File: config.mk
export PLATFORM = sky130hd
export DESIGN_NAME = sram_crc_monitor
export DESIGN_NICKNAME = d
export VERILOG_FILES = /design/src/inc/sram_crc_pkg.sv /design/src/sram_crc_monitor.sv
export VERILOG_INCLUDE_DIRS = /design/src /design/src/inc
export SDC_FILE = /design/constraint.sdc
export NUM_CORES = 1
export LEC_CHECK = 0
export BUFFER_PORTS_ARGS = -buffer_cell sky130_fd_sc_hd__buf_2
export CORE_ASPECT_RATIO = 1.1
export CORE_UTILIZATION = 35
export DETAILED_ROUTE_END_ITERATION = 8
export GPL_TIMING_DRIVEN = 0
export HOLD_SLACK_MARGIN = 0.08
export PLACE_DENSITY = 0.54
export SYNTH_ARGS = -nofsm -noshare
export SYNTH_HDL_FRONTEND = slang
export SYNTH_SLANG_ARGS = --single-unit
export TNS_END_PERCENT = 100
File: constraint.sdc
create_clock -name clk -period 8.83 [get_ports clk]
set_input_delay 1.766 -clock clk [delete_from_list [all_inputs] [get_ports clk]]
set_output_delay 1.766 -clock clk [all_outputs]
set_load 0.005 [all_outputs]
File: src/inc/sram_crc_defines.svh
// constants for the background sram crc monitor
// Function
// - keep computing a 32-bit crc over code and calibration sram regions
// - after each region pass load its crc into the derived registers
// - after each full pass compare with signatures, set error bit 2
// - error bit is zero only while all four signature words matched at the last full pass, or before the first pass
// - calibration signature words readable at page 4, bytes 0x04 to 0x07
// - calibration derived words readable at page 4, bytes 0x08 to 0x0b
// - program signature words readable at page 4, bytes 0x0c to 0x0f
// - program derived words readable at page 4, bytes 0x10 to 0x13
// - lot serial word readable at page 4, bytes 0x20 and 0x21
`ifndef SRAM_CRC_DEFINES_SVH
`define SRAM_CRC_DEFINES_SVH

// ----------------------------------------------------------------------
// register page and byte offsets
// ----------------------------------------------------------------------
`define CRC_PAGE 8'h04
`define OFS_CALIB_SIG_LO 7'h04
`define OFS_CALIB_SIG_HI 7'h06
`define OFS_CALIB_DRV_LO 7'h08
`define OFS_CALIB_DRV_HI 7'h0a
`define OFS_PROG_SIG_LO 7'h0c
`define OFS_PROG_SIG_HI 7'h0e
`define OFS_PROG_DRV_LO 7'h10
`define OFS_PROG_DRV_HI 7'h12
`define OFS_LOT_ID 7'h20
`define OFS_PAIR_MASK 7'h7e

// ----------------------------------------------------------------------
// field positions and crc constants
// ----------------------------------------------------------------------
`define SYS_ERR_SRAM_BIT 2
`define CRC_INIT 32'hffffffff
`define CRC_FINAL_XOR 32'hffffffff
`define CRC_POLY 32'hedb88320
`define DERIVED_RESET 32'h00000000

// ----------------------------------------------------------------------
// sram region layout, 16-bit words
// ----------------------------------------------------------------------
`define PROG_BASE 12'h000
`define PROG_LAST 12'h7ff
`define CALIB_BASE 12'h800
`define CALIB_LAST 12'hfff

`endif

File: src/inc/sram_crc_pkg.sv
// types for the background sram crc monitor
`default_nettype none
package sram_crc_pkg;
    typedef enum logic [3:0] {
        ST_START = 4'h1,
        ST_ISSUE = 4'h2,
        ST_WAIT = 4'h4,
        ST_DONE = 4'h8
    } scan_state_type;
endpackage : sram_crc_pkg
`default_nettype wire

File: src/sram_crc_monitor.sv
// background crc scan of code and calibration sram with paged readback
`timescale 1ns/1ps
`default_nettype none
`include "sram_crc_defines.svh"

module sram_crc_monitor (
    input wire logic clk,
    input wire logic rstn,
    output logic mem_rd,
    output logic [11:0] mem_addr,
    input wire logic [15:0] mem_data,
    input wire logic [31:0] calib_signature,
    input wire logic [31:0] program_signature,
    input wire logic [15:0] lot_identifier_word,
    input wire logic rd_en,
    input wire logic [7:0] rd_page,
    input wire logic [6:0] rd_addr,
    output logic [15:0] rd_data,
    output logic rd_valid,
    output logic sram_integrity_error,
    output logic pass_done
);

    // ------------------------------------------------------------------
    // reset release
    // ------------------------------------------------------------------
    logic rst_meta_ff;
    logic rst_sync_ff;
    always_ff @(posedge clk or negedge rstn) begin
        if (!rstn) begin
            rst_meta_ff <= 1'b0;
            rst_sync_ff <= 1'b0;
        end else begin
            rst_meta_ff <= 1'b1;
            rst_sync_ff <= rst_meta_ff;
        end
    end
    wire logic rst_n = rst_sync_ff;

    // ------------------------------------------------------------------
    // crc arithmetic
    // ------------------------------------------------------------------
    function automatic logic [31:0] crc_byte(input logic [31:0] crc,
                                             input logic [7:0] data);
        logic [31:0] c;
        c = crc ^ {24'h000000, data};
        for (int i = 0; i < 8; i++) begin
            c = c[0] ? ((c >> 1) ^ `CRC_POLY) : (c >> 1);
        end
        return c;
    endfunction : crc_byte

    // ------------------------------------------------------------------
    // scan state
    // ------------------------------------------------------------------
    sram_crc_pkg::scan_state_type state_ff;
    sram_crc_pkg::scan_state_type nxt_state;
    logic region_ff; // 0 program, 1 calibration
    logic [11:0] addr_ff;
    logic [31:0] crc_ff;
    logic [31:0] calib_derived_ff;
    logic [31:0] program_derived_ff;
    logic first_done_ff;
    logic err_ff;
    logic mem_rd_ff;
    logic pass_done_ff;
    logic [15:0] rd_data_ff;
    logic rd_valid_ff;

    // low byte first, then high byte of each word
    wire logic [31:0] crc_word =
        crc_byte(crc_byte(crc_ff, mem_data[7:0]), mem_data[15:8]);
    wire logic [31:0] crc_final = crc_ff ^ `CRC_FINAL_XOR;
    wire logic region_last = region_ff ? (addr_ff == `CALIB_LAST)
                                       : (addr_ff == `PROG_LAST);
    wire logic [11:0] region_base = region_ff ? `CALIB_BASE : `PROG_BASE;
    wire logic in_done = (state_ff == sram_crc_pkg::ST_DONE);
    wire logic calib_end = in_done && region_ff;
    wire logic prog_end = in_done && !region_ff;
    // compare calibration against the value being loaded so no stale word is used
    wire logic mismatch = (crc_final != calib_signature)
                       || (program_derived_ff != program_signature);

    always_comb begin
        nxt_state = state_ff;
        case (state_ff)
            sram_crc_pkg::ST_START: nxt_state = sram_crc_pkg::ST_ISSUE;
            sram_crc_pkg::ST_ISSUE: nxt_state = sram_crc_pkg::ST_WAIT;
            sram_crc_pkg::ST_WAIT: nxt_state = region_last ?
                sram_crc_pkg::ST_DONE : sram_crc_pkg::ST_ISSUE;
            sram_crc_pkg::ST_DONE: nxt_state = sram_crc_pkg::ST_START;
            default: nxt_state = sram_crc_pkg::ST_START;
        endcase
    end

    always_ff @(posedge clk or negedge rst_n) begin
        if (!rst_n) begin
            state_ff <= sram_crc_pkg::ST_START;
        end else begin
            state_ff <= nxt_state;
        end
    end

    // wait state captures the word while the strobe is high, at the edge that ends it
    always_ff @(posedge clk or negedge rst_n) begin
        if (!rst_n) begin
            addr_ff <= `PROG_BASE;
            crc_ff <= `CRC_INIT;
            region_ff <= 1'b0;
            mem_rd_ff <= 1'b0;
        end else begin
            mem_rd_ff <= (state_ff == sram_crc_pkg::ST_ISSUE);
            if (state_ff == sram_crc_pkg::ST_START) begin
                addr_ff <= region_base;
                crc_ff <= `CRC_INIT;
            end
            if (state_ff == sram_crc_pkg::ST_WAIT) begin
                crc_ff <= crc_word;
                if (!region_last) begin
                    addr_ff <= addr_ff + 12'h001;
                end
            end
            if (in_done) begin
                region_ff <= !region_ff;
            end
        end
    end

    // ------------------------------------------------------------------
    // derived values and error flag
    // ------------------------------------------------------------------
    always_ff @(posedge clk or negedge rst_n) begin
        if (!rst_n) begin
            calib_derived_ff <= `DERIVED_RESET;
            program_derived_ff <= `DERIVED_RESET;
            first_done_ff <= 1'b0;
            err_ff <= 1'b0;
            pass_done_ff <= 1'b0;
        end else begin
            pass_done_ff <= calib_end;
            if (prog_end) begin
                program_derived_ff <= crc_final;
            end
            if (calib_end) begin
                calib_derived_ff <= crc_final;
                first_done_ff <= 1'b1;
                err_ff <= mismatch;
            end
        end
    end

    // ------------------------------------------------------------------
    // paged register readback
    // ------------------------------------------------------------------
    wire logic on_page = (rd_page == `CRC_PAGE);
    wire logic [6:0] pair = rd_addr & `OFS_PAIR_MASK;
    logic [15:0] rd_mux;
    always_comb begin
        rd_mux = 16'h0000;
        if (on_page) begin
            case (pair)
                `OFS_CALIB_SIG_LO: rd_mux = calib_signature[15:0];
                `OFS_CALIB_SIG_HI: rd_mux = calib_signature[31:16];
                `OFS_CALIB_DRV_LO: rd_mux = calib_derived_ff[15:0];
                `OFS_CALIB_DRV_HI: rd_mux = calib_derived_ff[31:16];
                `OFS_PROG_SIG_LO: rd_mux = program_signature[15:0];
                `OFS_PROG_SIG_HI: rd_mux = program_signature[31:16];
                `OFS_PROG_DRV_LO: rd_mux = program_derived_ff[15:0];
                `OFS_PROG_DRV_HI:
                    rd_mux = program_derived_ff[31:16];
                `OFS_LOT_ID: rd_mux = lot_identifier_word;
                default: rd_mux = 16'h0000;
            endcase
        end
    end

    always_ff @(posedge clk or negedge rst_n) begin
        if (!rst_n) begin
            rd_data_ff <= 16'h0000;
            rd_valid_ff <= 1'b0;
        end else begin
            rd_valid_ff <= rd_en;
            if (rd_en) begin
                rd_data_ff <= rd_mux;
            end
        end
    end

    assign mem_rd = mem_rd_ff;
    assign mem_addr = addr_ff;
    assign rd_data = rd_data_ff;
    assign rd_valid = rd_valid_ff;
    assign sram_integrity_error = err_ff;
    assign pass_done = pass_done_ff;

    // ------------------------------------------------------------------
    // assertions
    // ------------------------------------------------------------------
    wire logic rd4 = rd_en && on_page;
endmodule : sram_crc_monitor
`default_nettype wire

==> results.json <==
{
  "final_util": 0.435,
  "skew_ns": 0.0104,
  "grt_use_met3": 0.0381,
  "comb_power_share": 0.709,
  "grt_pass1_wl_mm": 42.2,
  "portBuffers": 143,
  "fin_crit_sh": 0.489,
  "synth_edf_count": 0,
  "overflow": 0,
  "use_met1": 0.299,
  "yosysUniqueCellTypes": 50,
  "synth_nets": 933,
  "ioPinCount": 146,
  "yosysMostFrequentCell": "xnor2_1",
  "place.gp.congestion": 0.923,
  "drt-pass1-iter-count": 5,
  "wl_mm": 28.3,
  "start_kind": "input port",
  "setup_tns_ns": 0,
  "n_antenna_cell": 0,
  "antenna_found_initial": 0,
  "setup_slack_ns": 4.51,
  "grt_pass1_vias": 6922,
  "synth_mux_area_frac": 0.0587,
  "die_w_um": 152,
  "crit_arrival_ns": 4.61,
  "internal_power_mw": 3.59,
  "power_mw": 5.98,
  "synth_top_cell_area_share": 0.297,
  "vias_per_cell": 5.25,
  "synth_flop_cell": "dfrtp_1",
  "via_count": 6824,
  "instances_no_fill": 1299,
  "hold_buffers": 0,
  "p_sw_frac": 0.400,
  "yosysSeqAreaShare": 0.397,
  "p_switching_mw": 2.39,
  "hp-class": "flip-flop to asynchronous set/reset pin",
  "maxSlewViolCount": 0,
  "path_clk_slew_ns": 0.06,
  "required_ns": 9.12,
  "dp_worst_setup_slack_ns": 4.08,
  "cts_made_buffers": 17,
  "syn_inst": 818,
  "fin_hold_ws_ns": 0.274,
  "yosys_register_bits": 135,
  "h-tree-depth": 4,
  "syn-cell-area_um2": 8610,
  "synth_area_per_cell_um2": 10.5,
  "stdcell_area_um2": 10400,
  "finalSetupViolations": 0,
  "hpwl_mm": 22.6,
  "clock_sinks": 135,
  "synth_compound_area_frac": 0.136,
  "min_period_ns": 4.32,
  "cts_buffer_depth": 2,
  "max_slew.worst_pin.slew_ns": 0.978,
  "cts-root-buf": "clkbuf_16",
  "detail_route.wl_per_cell_um": 21.8,
  "die_h_um": 166,
  "synthSimpleGateAreaFrac": 0.105,
  "initial_core_util": 0.360,
  "dp.cells": 1268,
  "outcome": "complete, no violations",
  "async_flop_share": 1.00,
  "core_um2": 23900,
  "synthTopCellsByArea": "dfrtp_1 (30%), xnor2_1 (11%), dfstp_2 (10%), mux2i_1 (5.3%), xnor3_1 (5.2%)",
  "critPathMaxFanout": 10,
  "power_frac_seq": 0.159,
  "clkPwrFrac": 0.132,
  "fmax_ghz": 0.231,
  "critPathMaxStageDelay_ns": 0.75,
  "synth_fa_ha_area_frac": 0.00145,
  "p_leak_nw": 4.74,
  "critPathKind": "input port to flip-flop",
  "powerDensity_nw_per_um2": 575,
  "yosysTopAreaCell": "dfrtp_1",
  "syn_to_final_growth_pct": 20.8,
  "synth_top_family_by_area": "XOR/XNOR gates",
  "die_area_um2": 25200,
  "grt_usage": 0.228,
  "cts_tree": "done",
  "row_count": 59,
  "path_cells": "clkbuf_1, buf_1, buf_1, nor2_1, clkbuf_1, a221oi_1, o2bb2ai_1",
  "maxSlewHeadroom": 0.339,
  "clkLatencyLatePin_ns": 0.43,
  "grt_busiest_layer": "met2",
  "crit_slowest_cell": "buf_1",
  "ant_nets": 0,
  "fin_nets": 1097,
  "postCtsSetupRepairBufs": 0,
  "synthXorXnorAreaFrac": 0.280,
  "ir_drop_mv": 0.541,
  "cts_resized": 0,
  "grt_max_degree": 69,
  "end_kind": "flip-flop",
  "drive_gt1_frac": 0.243,
  "ys_warn_count": 0,
  "fillers": 2359,
  "use_met2": 0.373,
  "drt_iter0_markers": 304,
  "rsz0062_at_grt": "false",
  "yosys-top-cells-count": "xnor2_1 (105), dfrtp_1 (102), o21ai_0 (79), nand2_1 (76), nor2_1 (60)",
  "drc_errors": 0,
  "post_dp_cell_area_um2": 9760,
  "finalHoldViolations": 0,
  "max_cap_viol_count": 0
}
## power groups by stage
stage	logic [mW]	registers (mW)	clock network (mW)
final	4.24	0.949	0.789
after detailed placement	4.20	0.958	0
after floorplan	3.51	0.865	0
after CTS	4.25	0.947	0.801
after global placement	4.21	0.966	0
after global routing	4.47	0.964	0.824
## critical path, delay by kind of cell
kind            cells  cell delay, ns
compound gates      2            0.58
simple gates        1            0.27
buf+inv             4            1.99
## area by class of cell
cell class / instances / area (um^2) / area share
Tap cell: 305 / 382 / 0.0367
Clock buffer: 19 / 443 / 0.0426
Clock inverter: 12 / 201 / 0.0194
Timing Repair Buffer: 145 / 763 / 0.0734
Sequential cell: 135 / 3420 / 0.329
Multi-Input combinational cell: 634 / 5000 / 0.481
Buffer: 42 / 161 / 0.0155
Inverter: 7 / 26.3 / 0.00253
## cell families (layout without fill, tap and decap cells)
| kind of cell | Yosys count | count (layout) |
|---|---|---|
| XOR/XNOR | 200 | 200 |
| AND/OR/NAND/NOR | 196 | 196 |
| AO/OA/AOI/OAI | 188 | 188 |
| flip-flops | 135 | 135 |
| buffers and inverters | 49 | 225 |
| multiplexers | 48 | 48 |
| adder cells (fa/ha/maj) | 1 | 1 |
| other | 1 | 1 |
## cell usage in the layout, fill, tap and decap left out, types with 7 or more instances in the layout
cell	Yosys	layout
xnor2_2	8	8
clkbuf_1	35	36
o2bb2ai_1	14	14
nor4_1	11	11
xnor2_4	8	8
nand3_1	10	10
a21oi_1	32	32
nand2_1	76	76
xor2_2	7	7
xnor3_1	20	20
nand4_1	13	13
buf_2	3	146
nor4b_1	7	7
clkbuf_16	0	17
o22ai_1	15	15
a211o_1	14	14
mux2i_1	46	46
inv_1	7	7
xnor2_1	105	105
xor2_1	45	45
a221oi_1	16	16
o21ai_0	79	79
nor2_1	60	60
dfrtp_1	102	101
dfstp_2	33	33
## routing by layer
layer	wire length (um)	vias up	share of wire
met4	867	0	0.031
li1	-	3204	-
met1	12300	3298	0.43
met2	13400	276	0.47
met3	1730	46	0.061
met5	0	-	0
## state kept, by name (all words and copies together), names as in the netlist
signal,cells
program_derived_ff,32
rst_meta_ff,1
state_ff,4
mem_rd,1
rd_data,16
region_ff,1
crc_ff,32
sram_integrity_error,1
rd_valid,1
rst_n,1
calib_derived_ff,32
pass_done,1
mem_addr,12
## final timing paths
path / start / endpoint / slack [ns] / cells past startpoint
min reg2reg: rst_n$_DFF_PN0_ / mem_addr[7]$_DFF_PN0_ / 0.27 / 0
min: rst_n$_DFF_PN0_ / mem_addr[7]$_DFF_PN0_ / 0.27 / 0
min in group clk: rst_meta_ff$_DFF_PN0_ / rst_n$_DFF_PN0_ / 0.35 / 0
max reg2reg: crc_ff[0]$_DFFE_PN1P_ / crc_ff[23]$_DFFE_PN1P_ / 5.75 / 7
max: rd_addr[1] / rd_data[9]$_DFFE_PN0P_ / 4.51 / 7
max in group asynchronous: rst_n$_DFF_PN0_ / crc_ff[22]$_DFFE_PN1P_ / 7.55 / 2
(Power assumes the default switching activity.)
